===== src/rtl/dmp_pkg.sv =====
package dmp_pkg;

   // ****************************************
   // Register offsets
   // ****************************************
   localparam logic [7:0] ADR_CMP_MODE = 8'h29;
   localparam logic [7:0] ADR_SUB_THR = 8'h2A;
   localparam logic [7:0] ADR_SUB_TIM = 8'h2B;
   localparam logic [7:0] ADR_SUB_MODE = 8'h2C;
   localparam logic [7:0] ADR_COEF = 8'h2D;
   localparam logic [7:0] ADR_PM_CFG = 8'h2E;
   localparam logic [7:0] ADR_PM_VAL = 8'h2F;
   localparam logic [7:0] ADR_SVOL = 8'h30;
   localparam logic [7:0] ADR_SMUTE = 8'h33;
   localparam logic [7:0] ADR_SWITCH = 8'h34;
   localparam logic [7:0] ADR_MASK_A = 8'h35;
   localparam logic [7:0] ADR_MASK_B = 8'h36;

   // ****************************************
   // Writable bits and reset values
   // ****************************************
   localparam logic [7:0] WM_CMP_MODE = 8'hF1;
   localparam logic [7:0] WM_SUB_THR = 8'hFF;
   localparam logic [7:0] WM_SUB_TIM = 8'h7F;
   localparam logic [7:0] WM_SUB_MODE = 8'h03;
   localparam logic [7:0] WM_COEF = 8'h1F;
   localparam logic [7:0] WM_PM_CFG = 8'h13;
   localparam logic [7:0] WM_SVOL = 8'h03;
   localparam logic [7:0] WM_SMUTE = 8'h83;
   localparam logic [7:0] WM_SWITCH = 8'h03;
   localparam logic [7:0] WM_MASK_A = 8'h0B;
   localparam logic [7:0] WM_MASK_B = 8'h03;
   localparam logic [7:0] RST_SUB_THR = 8'h6A;
   localparam logic [7:0] RST_SUB_TIM = 8'h01;
   localparam logic [7:0] RST_COEF = 8'h0A;
   localparam logic [7:0] RST_ZERO = 8'h00;

   // ****************************************
   // Field positions and codes
   // ****************************************
   localparam int BIT_ALLPASS = 0;
   localparam int BIT_TWO_BAND = 4;
   localparam int BIT_POST_TYPE = 5;
   localparam int BIT_LH_TYPE = 6;
   localparam int BIT_CLIP = 7;
   localparam int BIT_SUB_COMP_EN = 7;
   localparam int BIT_SUB_ENABLE = 0;
   localparam int BIT_SUB_TYPE = 1;
   localparam int BIT_METER_POS = 4;
   localparam int BIT_MUTE_SPEED = 7;
   localparam int BIT_FAULT_IGN = 3;
   localparam int BIT_RST_CLR = 2;
   localparam int BIT_AUTO_OFF = 0;
   localparam int BIT_AUTO_MASK = 1;
   localparam logic [1:0] MASK_FORCE_LOW = 2'b10;
   localparam logic [3:0] ATTACK_MAX = 4'hA;
   localparam logic [4:0] COEF_MAX = 5'h14;
   localparam logic [7:0] GAIN_FULL = 8'hFF;
   localparam logic [7:0] GAIN_ZERO = 8'h00;
   localparam int GAIN_STEPS = 255;
   localparam logic [6:0] DEV_ADDR_DEF = 7'h2A; // Arbitrary bus address

   // ****************************************
   // Timing
   // ****************************************
   localparam int CLK_MHZ = 125;
   localparam int MUTE_US_96 = 42000;
   localparam int MUTE_US_882 = 46000;
   localparam int MUTE_CYC_96 = MUTE_US_96 * CLK_MHZ;
   localparam int MUTE_CYC_882 = MUTE_US_882 * CLK_MHZ;

   typedef enum logic [3:0] {
      ST_IDLE, ST_ADDR, ST_ACK_A, ST_REG, ST_ACK_R,
      ST_WDATA, ST_ACK_D, ST_RDATA, ST_RACK
   } dmp_state_t;

endpackage


===== src/rtl/dmp_ctrl.sv =====
`timescale 1ns/1ps
module dmp_ctrl #(
   parameter logic [6:0] DEV_ADDR = dmp_pkg::DEV_ADDR_DEF,
   parameter int MUTE_CYC_96 = dmp_pkg::MUTE_CYC_96,
   parameter int MUTE_CYC_882 = dmp_pkg::MUTE_CYC_882
) (
   // Clock and reset
   input wire logic clock,
   input wire logic nrst,
   // Serial control pins
   input wire logic scl_i,
   input wire logic sda_i,
   output logic sda_o,
   output logic sda_oe,
   // Datapath status
   input wire logic [7:0] power_meter_in,
   input wire logic auto_mask_cond,
   input wire logic rate_882,
   input wire logic fault_n,
   // Compressor settings
   output logic all_pass_bypass,
   output logic two_band_select,
   output logic post_comp_type,
   output logic low_high_comp_type,
   output logic sub_comp_type,
   output logic clip_option,
   output logic [6:0] sub_band_threshold,
   output logic sub_band_comp_enable,
   output logic [3:0] sub_band_attack,
   output logic [2:0] sub_band_release,
   output logic sub_band_enable,
   output logic [4:0] threshold_map_coefficient,
   // Meter and volume
   output logic [1:0] meter_channel_select,
   output logic meter_tap_position,
   output logic [1:0] volume_ramp_rate,
   output logic [7:0] ch1_gain,
   output logic [7:0] ch2_gain,
   // Switching and mask
   output logic [1:0] channel_switching_stop,
   output logic mask_out,
   output logic outputs_off,
   output logic restore_counter_clear,
   output logic protect_req
);
   // ****************************************
   // Pin synchronisers
   // ****************************************
   logic [2:0] scl_s_q, sda_s_q, flt_s_q;
   logic scl_f_q, scl_p_q, sda_f_q, sda_p_q, flt_f_q;
   always_ff @(posedge clock) begin
      if (!nrst) begin
         scl_s_q <= 3'h7;
         sda_s_q <= 3'h7;
         flt_s_q <= 3'h7;
         scl_f_q <= 1'b1;
         scl_p_q <= 1'b1;
         sda_f_q <= 1'b1;
         sda_p_q <= 1'b1;
         flt_f_q <= 1'b1;
      end else begin
         scl_s_q <= {scl_s_q[1:0], scl_i};
         sda_s_q <= {sda_s_q[1:0], sda_i};
         flt_s_q <= {flt_s_q[1:0], fault_n};
         if (scl_s_q[1] == scl_s_q[2]) scl_f_q <= scl_s_q[2];
         if (sda_s_q[1] == sda_s_q[2]) sda_f_q <= sda_s_q[2];
         if (flt_s_q[1] == flt_s_q[2]) flt_f_q <= flt_s_q[2];
         scl_p_q <= scl_f_q;
         sda_p_q <= sda_f_q;
      end
   end
   logic scl_rise, scl_fall, bus_start, bus_stop;
   assign scl_rise = scl_f_q & ~scl_p_q;
   assign scl_fall = ~scl_f_q & scl_p_q;
   assign bus_start = scl_f_q & scl_p_q & sda_p_q & ~sda_f_q;
   assign bus_stop = scl_f_q & scl_p_q & ~sda_p_q & sda_f_q;
   // ****************************************
   // Register storage
   // ****************************************
   logic [7:0] cmp_mode_q, sub_thr_q, sub_tim_q, sub_mode_q, coef_q;
   logic [7:0] pm_cfg_q, svol_q, smute_q, switch_q, mask_a_q, mask_b_q;
   function automatic logic [7:0] rd_val(input logic [7:0] a);
      logic [7:0] v;
      v = 8'h00;
      if (a == dmp_pkg::ADR_CMP_MODE) v = cmp_mode_q;
      else if (a == dmp_pkg::ADR_SUB_THR) v = sub_thr_q;
      else if (a == dmp_pkg::ADR_SUB_TIM) v = sub_tim_q;
      else if (a == dmp_pkg::ADR_SUB_MODE) v = sub_mode_q;
      else if (a == dmp_pkg::ADR_COEF) v = coef_q;
      else if (a == dmp_pkg::ADR_PM_CFG) v = pm_cfg_q;
      else if (a == dmp_pkg::ADR_PM_VAL) v = power_meter_in;
      else if (a == dmp_pkg::ADR_SVOL) v = svol_q;
      else if (a == dmp_pkg::ADR_SMUTE) v = smute_q;
      else if (a == dmp_pkg::ADR_SWITCH) v = switch_q;
      else if (a == dmp_pkg::ADR_MASK_A) v = mask_a_q;
      else if (a == dmp_pkg::ADR_MASK_B) v = mask_b_q;
      return v;
   endfunction
   // ****************************************
   // Serial slave state machine
   // ****************************************
   dmp_pkg::dmp_state_t st_q;
   logic [3:0] cnt_q;
   logic [7:0] sh_q, ptr_q, rd_byte;
   logic rw_q, nack_q, oe_q, wr_stb;
   always_comb rd_byte = rd_val(ptr_q);
   assign wr_stb = scl_fall && st_q == dmp_pkg::ST_WDATA && cnt_q == 4'h8;
   always_ff @(posedge clock) begin
      if (!nrst) begin
         st_q <= dmp_pkg::ST_IDLE;
         cnt_q <= 4'h0;
         sh_q <= 8'h00;
         ptr_q <= 8'h00;
         rw_q <= 1'b0;
         nack_q <= 1'b0;
         oe_q <= 1'b0;
      end else if (bus_start) begin
         st_q <= dmp_pkg::ST_ADDR;
         cnt_q <= 4'h0;
         oe_q <= 1'b0;
      end else if (bus_stop) begin
         st_q <= dmp_pkg::ST_IDLE;
         oe_q <= 1'b0;
      end else if (scl_rise) begin
         case (st_q)
            dmp_pkg::ST_ADDR, dmp_pkg::ST_REG, dmp_pkg::ST_WDATA: begin
               sh_q <= {sh_q[6:0], sda_f_q};
               cnt_q <= 4'(cnt_q + 4'h1);
            end
            dmp_pkg::ST_RDATA: cnt_q <= 4'(cnt_q + 4'h1);
            dmp_pkg::ST_RACK: nack_q <= sda_f_q;
            default: ;
         endcase
      end else if (scl_fall) begin
         case (st_q)
            dmp_pkg::ST_ADDR: if (cnt_q == 4'h8) begin
               cnt_q <= 4'h0;
               if (sh_q[7:1] == DEV_ADDR) begin
                  oe_q <= 1'b1;
                  rw_q <= sh_q[0];
                  st_q <= dmp_pkg::ST_ACK_A;
               end else begin
                  st_q <= dmp_pkg::ST_IDLE;
               end
            end
            dmp_pkg::ST_ACK_A: if (rw_q) begin
               sh_q <= rd_byte;
               oe_q <= ~rd_byte[7];
               st_q <= dmp_pkg::ST_RDATA;
            end else begin
               oe_q <= 1'b0;
               st_q <= dmp_pkg::ST_REG;
            end
            dmp_pkg::ST_REG: if (cnt_q == 4'h8) begin
               cnt_q <= 4'h0;
               ptr_q <= sh_q;
               oe_q <= 1'b1;
               st_q <= dmp_pkg::ST_ACK_R;
            end
            dmp_pkg::ST_ACK_R, dmp_pkg::ST_ACK_D: begin
               oe_q <= 1'b0;
               st_q <= dmp_pkg::ST_WDATA;
            end
            dmp_pkg::ST_WDATA: if (cnt_q == 4'h8) begin
               cnt_q <= 4'h0;
               ptr_q <= 8'(ptr_q + 8'h01);
               oe_q <= 1'b1;
               st_q <= dmp_pkg::ST_ACK_D;
            end
            dmp_pkg::ST_RDATA: if (cnt_q == 4'h8) begin
               cnt_q <= 4'h0;
               ptr_q <= 8'(ptr_q + 8'h01);
               oe_q <= 1'b0;
               st_q <= dmp_pkg::ST_RACK;
            end else begin
               sh_q <= {sh_q[6:0], 1'b0};
               oe_q <= ~sh_q[6];
            end
            dmp_pkg::ST_RACK: if (nack_q) begin
               st_q <= dmp_pkg::ST_IDLE;
            end else begin
               sh_q <= rd_byte;
               oe_q <= ~rd_byte[7];
               st_q <= dmp_pkg::ST_RDATA;
            end
            default: ;
         endcase
      end
   end
   // Open drain: only ever pulls low
   assign sda_o = 1'b0;
   assign sda_oe = oe_q;
   // ****************************************
   // Compressor registers
   // ****************************************
   always_ff @(posedge clock) begin
      if (!nrst) begin
         cmp_mode_q <= dmp_pkg::RST_ZERO;
         sub_thr_q <= dmp_pkg::RST_SUB_THR;
         sub_tim_q <= dmp_pkg::RST_SUB_TIM;
         sub_mode_q <= dmp_pkg::RST_ZERO;
         coef_q <= dmp_pkg::RST_COEF;
      end else if (wr_stb) begin
         if (ptr_q == dmp_pkg::ADR_CMP_MODE) begin
            cmp_mode_q <= sh_q & dmp_pkg::WM_CMP_MODE;
         end else if (ptr_q == dmp_pkg::ADR_SUB_THR) begin
            sub_thr_q <= sh_q & dmp_pkg::WM_SUB_THR;
         end else if (ptr_q == dmp_pkg::ADR_SUB_TIM) begin
            // Out of range attack codes saturate rather than alias
            sub_tim_q[6:4] <= sh_q[6:4];
            sub_tim_q[3:0] <= (sh_q[3:0] > dmp_pkg::ATTACK_MAX) ?
               dmp_pkg::ATTACK_MAX : sh_q[3:0];
         end else if (ptr_q == dmp_pkg::ADR_SUB_MODE) begin
            sub_mode_q <= sh_q & dmp_pkg::WM_SUB_MODE;
         end else if (ptr_q == dmp_pkg::ADR_COEF) begin
            coef_q <= (sh_q[4:0] > dmp_pkg::COEF_MAX) ?
               {3'h0, dmp_pkg::COEF_MAX} : (sh_q & dmp_pkg::WM_COEF);
         end
      end
   end
   assign all_pass_bypass = cmp_mode_q[dmp_pkg::BIT_ALLPASS];
   assign two_band_select = cmp_mode_q[dmp_pkg::BIT_TWO_BAND];
   assign post_comp_type = cmp_mode_q[dmp_pkg::BIT_POST_TYPE];
   assign low_high_comp_type = cmp_mode_q[dmp_pkg::BIT_LH_TYPE];
   assign sub_comp_type = sub_mode_q[dmp_pkg::BIT_SUB_TYPE];
   assign clip_option = cmp_mode_q[dmp_pkg::BIT_CLIP];
   assign sub_band_threshold = sub_thr_q[6:0];
   assign sub_band_comp_enable = sub_thr_q[dmp_pkg::BIT_SUB_COMP_EN];
   assign sub_band_attack = sub_tim_q[3:0];
   assign sub_band_release = sub_tim_q[6:4];
   assign sub_band_enable = sub_mode_q[dmp_pkg::BIT_SUB_ENABLE];
   assign threshold_map_coefficient = coef_q[4:0];
   // ****************************************
   // Meter, volume, mute and switching registers
   // ****************************************
   always_ff @(posedge clock) begin
      if (!nrst) begin
         pm_cfg_q <= dmp_pkg::RST_ZERO;
         svol_q <= dmp_pkg::RST_ZERO;
         smute_q <= dmp_pkg::RST_ZERO;
         switch_q <= dmp_pkg::RST_ZERO;
      end else if (wr_stb) begin
         // Meter value address is absent here, so its writes drop
         if (ptr_q == dmp_pkg::ADR_PM_CFG) begin
            pm_cfg_q <= sh_q & dmp_pkg::WM_PM_CFG;
         end else if (ptr_q == dmp_pkg::ADR_SVOL) begin
            svol_q <= sh_q & dmp_pkg::WM_SVOL;
         end else if (ptr_q == dmp_pkg::ADR_SMUTE) begin
            smute_q <= sh_q & dmp_pkg::WM_SMUTE;
         end else if (ptr_q == dmp_pkg::ADR_SWITCH) begin
            switch_q <= sh_q & dmp_pkg::WM_SWITCH;
         end
      end
   end
   assign meter_channel_select = pm_cfg_q[1:0];
   assign meter_tap_position = pm_cfg_q[dmp_pkg::BIT_METER_POS];
   assign volume_ramp_rate = svol_q[1:0];
   assign channel_switching_stop = switch_q[1:0];
   // ****************************************
   // Soft mute gain ramp
   // ****************************************
   localparam int STEP_96 = (MUTE_CYC_96 / dmp_pkg::GAIN_STEPS < 1) ? 1 :
      MUTE_CYC_96 / dmp_pkg::GAIN_STEPS;
   localparam int STEP_882 = (MUTE_CYC_882 / dmp_pkg::GAIN_STEPS < 1) ? 1 :
      MUTE_CYC_882 / dmp_pkg::GAIN_STEPS;
   logic [31:0] div_q, step_lim;
   logic [7:0] gain_q [2];
   logic tick, hard_mute;
   assign step_lim = rate_882 ? 32'(STEP_882 - 1) : 32'(STEP_96 - 1);
   assign tick = div_q >= step_lim;
   assign hard_mute = smute_q[dmp_pkg::BIT_MUTE_SPEED];
   always_ff @(posedge clock) begin
      if (!nrst) begin
         div_q <= 32'h0000_0000;
      end else if (tick) begin
         div_q <= 32'h0000_0000;
      end else begin
         div_q <= 32'(div_q + 32'h0000_0001);
      end
   end
   always_ff @(posedge clock) begin
      if (!nrst) begin
         gain_q[0] <= dmp_pkg::GAIN_FULL;
         gain_q[1] <= dmp_pkg::GAIN_FULL;
      end else begin
         for (int i = 0; i < 2; i++) begin
            if (hard_mute) begin
               gain_q[i] <= smute_q[i] ? dmp_pkg::GAIN_ZERO : dmp_pkg::GAIN_FULL;
            end else if (tick) begin
               // One step per tick spreads a full swing over the mute time
               if (smute_q[i] && gain_q[i] != dmp_pkg::GAIN_ZERO) begin
                  gain_q[i] <= 8'(gain_q[i] - 8'h01);
               end else if (!smute_q[i] && gain_q[i] != dmp_pkg::GAIN_FULL) begin
                  gain_q[i] <= 8'(gain_q[i] + 8'h01);
               end
            end
         end
      end
   end
   assign ch1_gain = gain_q[0];
   assign ch2_gain = gain_q[1];
   // ****************************************
   // Output mask and protection
   // ****************************************
   logic mask_q, off_q, clr_q, prot_q;
   always_ff @(posedge clock) begin
      if (!nrst) begin
         mask_a_q <= dmp_pkg::RST_ZERO;
         mask_b_q <= dmp_pkg::RST_ZERO;
      end else if (wr_stb) begin
         if (ptr_q == dmp_pkg::ADR_MASK_A) begin
            mask_a_q <= sh_q & dmp_pkg::WM_MASK_A;
         end else if (ptr_q == dmp_pkg::ADR_MASK_B) begin
            mask_b_q <= sh_q & dmp_pkg::WM_MASK_B;
         end
      end
   end
   always_ff @(posedge clock) begin
      if (!nrst) begin
         mask_q <= 1'b1;
         off_q <= 1'b0;
         clr_q <= 1'b0;
         prot_q <= 1'b0;
      end else begin
         mask_q <= !(mask_a_q[1:0] == dmp_pkg::MASK_FORCE_LOW ||
            (mask_b_q[dmp_pkg::BIT_AUTO_MASK] && auto_mask_cond));
         off_q <= mask_b_q[dmp_pkg::BIT_AUTO_OFF] && auto_mask_cond;
         clr_q <= wr_stb && ptr_q == dmp_pkg::ADR_MASK_A &&
            sh_q[dmp_pkg::BIT_RST_CLR];
         prot_q <= !flt_f_q && !mask_a_q[dmp_pkg::BIT_FAULT_IGN];
      end
   end
   assign mask_out = mask_q;
   assign outputs_off = off_q;
   assign restore_counter_clear = clr_q;
   assign protect_req = prot_q;
endmodule


===== config.mk =====
export PLATFORM = sky130hd
export DESIGN_NAME = dmp_ctrl
export DESIGN_NICKNAME = d
export VERILOG_FILES = /design/src/rtl/dmp_pkg.sv /design/src/rtl/dmp_ctrl.sv
export SDC_FILE = /design/constraint.sdc
export NUM_CORES = 1
export LEC_CHECK = 0
export ABC_AREA = 1
export BUFFER_PORTS_ARGS = -buffer_cell sky130_fd_sc_hd__buf_4
export CORE_MARGIN = 5
export CORE_UTILIZATION = 59
export CTS_CLUSTER_DIAMETER = 40
export DETAILED_ROUTE_END_ITERATION = 7
export HOLD_SLACK_MARGIN = 0.06
export PLACE_DENSITY_LB_ADDON = 0.05
export SETUP_SLACK_MARGIN = 0.1
export SLEW_MARGIN = 15
export SYNTH_ARGS = -nofsm -noshare
export SYNTH_HDL_FRONTEND = slang
export SYNTH_SLANG_ARGS = --single-unit
export TNS_END_PERCENT = 30

===== constraint.sdc =====
create_clock -name clock -period 3.53 [get_ports clock]
set_input_delay 0.5295 -clock clock [delete_from_list [all_inputs] [get_ports clock]]
set_output_delay 0.5295 -clock clock [all_outputs]
set_load 0.02 [all_outputs]

==> results <==
- The flow ran to the end, and the final reports show no timing, DRC or antenna violations.
- The number of clock sinks is ~140.
- The congestion estimate from routability-driven global placement came to 0.938.
- During synthesis, Yosys emitted a total of 0 warnings.
- The library cell with the largest summed area after synthesis is sky130_fd_sc_hd__dfxtp_1.
- The sum of negative setup slack is 0 ns.
- The class of the most critical hold timing path is input port to register.
- 0 antenna diodes ended up in the layout.
- The violation count after the first detailed-route iteration is approximately 480.
- In this run the vertical extent of the chip is around 120 µm.
- The required time at the endpoint of the critical path is 3.69 ns.
- After the last flow step, the layout net total stands at approximately 1100.
- The tree is rooted in a sky130_fd_sc_hd__clkbuf_16.
- Counting the buffers created by CTS gives 17.
- In this run, synthesis produced a sequential element count of 135.
- After clock tree synthesis, the flow added hold-fix buffers numbering 0.
- Detailed placement finished with a half-perimeter wire length of roughly 12000 µm.
- The number of DRC violations after detailed routing is 0.
- The total via count after detailed routing is about 6300.
- The final-report max-slew violation count was 0.
- The total count of hold-check failures in the final report is 0.
- The core region is 11900 µm².
- The startpoint identified for the worst register-to-register timing path is div_q[11]$_SDFF_PP0_.
- The area taken by multi-input logic gates is ~3700 µm².
- The final-layout fill cell count is approximately 1000.
- The maximum fanout encountered on the critical timing path is 8.
- The sequential cells in the finished layout cover a total of 2860 µm².
- After synthesis, the share of flip-flops with an asynchronous set or reset is 0%.
- In this run the count of I/O pins placed on the die edge is 71.
- In this run the mean area of a mapped cell was roughly 7.6 µm².
- The horizontal die dimension is about 120 µm.
- For this run, the detailed router's first-pass iteration total came to 7.
- The total of cells resized after clock tree synthesis is 0.
- Sequential cells were found to cover between 40% and 50% of the synthesized design area.
- Dividing the detail-routed wire length by the instance count gives between 10 and 15 µm.
- The first-pass GRT wire length is around 28000 µm.
- In the post-synthesis netlist, the cell with the most instances is sky130_fd_sc_hd__nand2_1.
- The number of max-cap violations is 0.
- The later-pin clock latency in the skew report is 0.42 ns.
- Across the VDD grid, the largest voltage drop is between 300 and 400 µV.
- The mapped netlist covers about 7100 µm².
- On the final layout, the worst clock skew is ~0.0054 ns.
- For this configuration, the core starts out at a cell density of between 50 and 60%.
- The post-detailed-route via-to-cell ratio is roughly 5.4.
- The fraction of layout cells with a size suffix above 1 is between 15 and 20%.
- Counting along the longest clock path gives a buffer depth of 2.
- The die covers between 10000 and 15000 µm².
- The total chip power is roughly 3.7 mW.
- The minimum clock period after layout is 3.04 ns.
- For the pin with the worst max-slew slack, the measured transition is 0.651 ns.
- The top cell type's share of synthesized area is about 34%.
- In the synthesized netlist the dominant register cell turns out to be sky130_fd_sc_hd__dfxtp_1.
- After global routing the overflow that remains totals 0.
- The number of setup buffers added after CTS is 0.
- The achievable frequency is roughly 330 MHz.
- The critical path launch point type is a register.
- Counting flops with a built-in enable in the synthesized netlist gives 16.
- The netlist uses 56 different library cells.
- After clock tree synthesis, the clock-pin slew on the worst setup and hold paths is ~0.06 ns.
- Setup violations remaining at the end of the flow were counted as 0.
- The routed design has about 16000 µm of wire.
- The portion of the clock cycle consumed by the worst path in the final layout is between 80% and 90%.
- Input and output buffers added on the ports amount to approximately 70.
- The leakage power figure is between 3 and 4 nW.
- In the synthesized netlist, the number of instances is ~930.
- The H-tree generated during clock tree synthesis spans 4 levels.
- The count of nets left with antenna violations once routing finished came out at 0.
- The number of antenna violations at the first check in global routing is 0.
- By area the synthesized netlist is led by sky130_fd_sc_hd__dfxtp_1, sky130_fd_sc_hd__nand2_1, sky130_fd_sc_hd__edfxtp_1, sky130_fd_sc_hd__a21oi_1, sky130_fd_sc_hd__inv_1.
- The endpoint of the most critical register-to-register path is gain_q[1][6]$_DFFE_PP_.
- The relative max-transition margin is a little under three fifths.
- The largest net degree at the start of global routing is between 50 and 60.
- The via count of the first global-routing pass is 5934.
- The area growth from synthesis to layout is 17.3%.
- Cells fill 69.9% of the core in the end.
- Prior to clock tree synthesis, the placed netlist has a worst setup slack of roughly 0.14 ns.
- Setup repair after global routing left no endpoint under its margin.
- The worst register-to-register path has a depth of 15.
- STA classifies the critical path endpoint as a register.
- The worst setup path is of the register to register kind.
- The commonest cells after synthesis are sky130_fd_sc_hd__nand2_1, sky130_fd_sc_hd__dfxtp_1, sky130_fd_sc_hd__inv_1, sky130_fd_sc_hd__a21oi_1, sky130_fd_sc_hd__nor2_1.
- The power per unit of standard cell area is 440 nW/µm².
- The clock tree from TritonCTS is done.
- The end of the critical path is gain_q[1][6]$_DFFE_PP_.
- Hold timing on the final database bottoms out at a slack of approximately 0.29 ns.
- The final worst setup slack is 0.494 ns.
- The floorplan has 40 rows.
- The critical path starts at div_q[11]$_SDFF_PP0_.
- The data arrival time of the worst path is approximately 3.2 ns.
- The slack of the worst reg-to-reg path is slightly below 0.5 ns.
- The all-layer global routing usage is 24.1%.
## flip-flops by register name, summed over array words and instances (netlist names), 2 cells and up
register / count
smute_q: 3
switch_q: 2
svol_q: 2
sub_thr_q: 8
pm_cfg_q: 3
cnt_q: 4
sub_tim_q: 7
cmp_mode_q: 5
gain_q: 16
ptr_q: 8
mask_b_q: 2
sub_mode_q: 2
mask_a_q: 3
scl_s_q: 3
sda_s_q: 3
flt_s_q: 3
coef_q: 5
sh_q: 8
st_q: 4
div_q: 32
## layer usage
metal	up-vias	GRT usage (%)	share of wire, %
li1	3266	-	-
met1	2876	31.6	46
met2	177	40.1	48
met3	23	4.71	5.1
met4	0	7.73	1.3
met5	-	0	0
## through the flow
stage | area, µm² | cells
final | 8330 | 1175
after floorplan | 7160 | 948
after global routing | 8330 | 1175
after CTS | 8330 | 1175
after detailed placement | 7750 | 1143
after global placement | 7750 | 1143
## layout by cell type, fill, tap and decap left out, types with 5 or more instances in the layout
| cell | instances |
|---|---|
| sky130_fd_sc_hd__or2_2 | 12 |
| sky130_fd_sc_hd__nand2_1 | 170 |
| sky130_fd_sc_hd__nor4_1 | 10 |
| sky130_fd_sc_hd__nor2_4 | 5 |
| sky130_fd_sc_hd__buf_4 | 72 |
| sky130_fd_sc_hd__ha_1 | 28 |
| sky130_fd_sc_hd__xor2_1 | 16 |
| sky130_fd_sc_hd__inv_1 | 107 |
| sky130_fd_sc_hd__nand4_1 | 16 |
| sky130_fd_sc_hd__clkbuf_16 | 17 |
| sky130_fd_sc_hd__conb_1 | 18 |
| sky130_fd_sc_hd__o21ai_0 | 76 |
| sky130_fd_sc_hd__nor2_1 | 77 |
| sky130_fd_sc_hd__o21ai_1 | 6 |
| sky130_fd_sc_hd__a21oi_1 | 90 |
| sky130_fd_sc_hd__inv_2 | 12 |
| sky130_fd_sc_hd__nor3_1 | 18 |
| sky130_fd_sc_hd__nand2_2 | 5 |
| sky130_fd_sc_hd__nor2_2 | 5 |
| sky130_fd_sc_hd__edfxtp_1 | 16 |
| sky130_fd_sc_hd__dfxtp_1 | 119 |
| sky130_fd_sc_hd__nand3_2 | 9 |
| sky130_fd_sc_hd__xnor2_1 | 8 |
| sky130_fd_sc_hd__o211ai_1 | 8 |
| sky130_fd_sc_hd__nand3_1 | 39 |
| sky130_fd_sc_hd__a211oi_1 | 5 |
## how the worst min path moves through the flow
stage | depth (start not counted) | to | slack, ns | startpoint
final | 2 | scl_s_q[0]$_SDFF_PN1_ | 0.29 | scl_i
after global routing | 2 | sda_s_q[0]$_SDFF_PN1_ | 0.28 | sda_i
after CTS | 2 | scl_s_q[0]$_SDFF_PN1_ | 0.28 | scl_i
after detailed placement | 1 | flt_s_q[1]$_SDFF_PN1_ | 0.40 | flt_s_q[0]$_SDFF_PN1_
after global placement | 1 | flt_s_q[1]$_SDFF_PN1_ | 0.40 | flt_s_q[0]$_SDFF_PN1_
after floorplan | 1 | flt_s_q[1]$_SDFF_PN1_ | 0.39 | flt_s_q[0]$_SDFF_PN1_
## power breakdown
| group | switching (mW) | internal [mW] | total (mW) |
|---|---|---|---|
| Combinational | 0.181 | 0.119 | 0.301 |
| Sequential | 0.0343 | 1.60 | 1.63 |
| Clock | 0.688 | 1.05 | 1.73 |
## cell families (layout without fill, tap and decap cells)
group / Yosys count / count (layout) / synth area share [%]
compound gates: 206 / 206 / 16.1
xor+xnor: 24 / 24 / 2.96
fa+ha+maj: 29 / 29 / 5.22
buf+inv: 147 / 227 / 8.42
flops: 135 / 135 / 40.3
other cells: 1 / 18 / 0.0528
simple gates: 389 / 389 / 26.9
## critical path, cell delays in order, from the launching register on
cell and delay [ns]:
sky130_fd_sc_hd__dfxtp_1 0.35, sky130_fd_sc_hd__ha_1 0.30, sky130_fd_sc_hd__nand2_1 0.09, sky130_fd_sc_hd__nor4_2 0.25, sky130_fd_sc_hd__nand2_1 0.13, sky130_fd_sc_hd__nand4_4 0.11
sky130_fd_sc_hd__nand2_1 0.21, sky130_fd_sc_hd__fa_1 0.45, sky130_fd_sc_hd__nand2_1 0.09, sky130_fd_sc_hd__nand2_1 0.06, sky130_fd_sc_hd__a21oi_1 0.20, sky130_fd_sc_hd__nor2_1 0.06
sky130_fd_sc_hd__o21ai_0 0.14, sky130_fd_sc_hd__nand2_1 0.09, sky130_fd_sc_hd__xnor2_1 0.14, sky130_fd_sc_hd__o21ai_0 0.09
## layout make-up
cell class                      instances  area share [%]
Clock inverter                         13            1.76
Timing Repair Buffer                   72            6.49
Multi-Input combinational cell        666            44.4
Sequential cell                       135            34.4
Clock buffer                           19            5.20
Inverter                              123            5.54
Tap cell                              147            2.21
No activity file was read; power rests on OpenSTA's default activity.
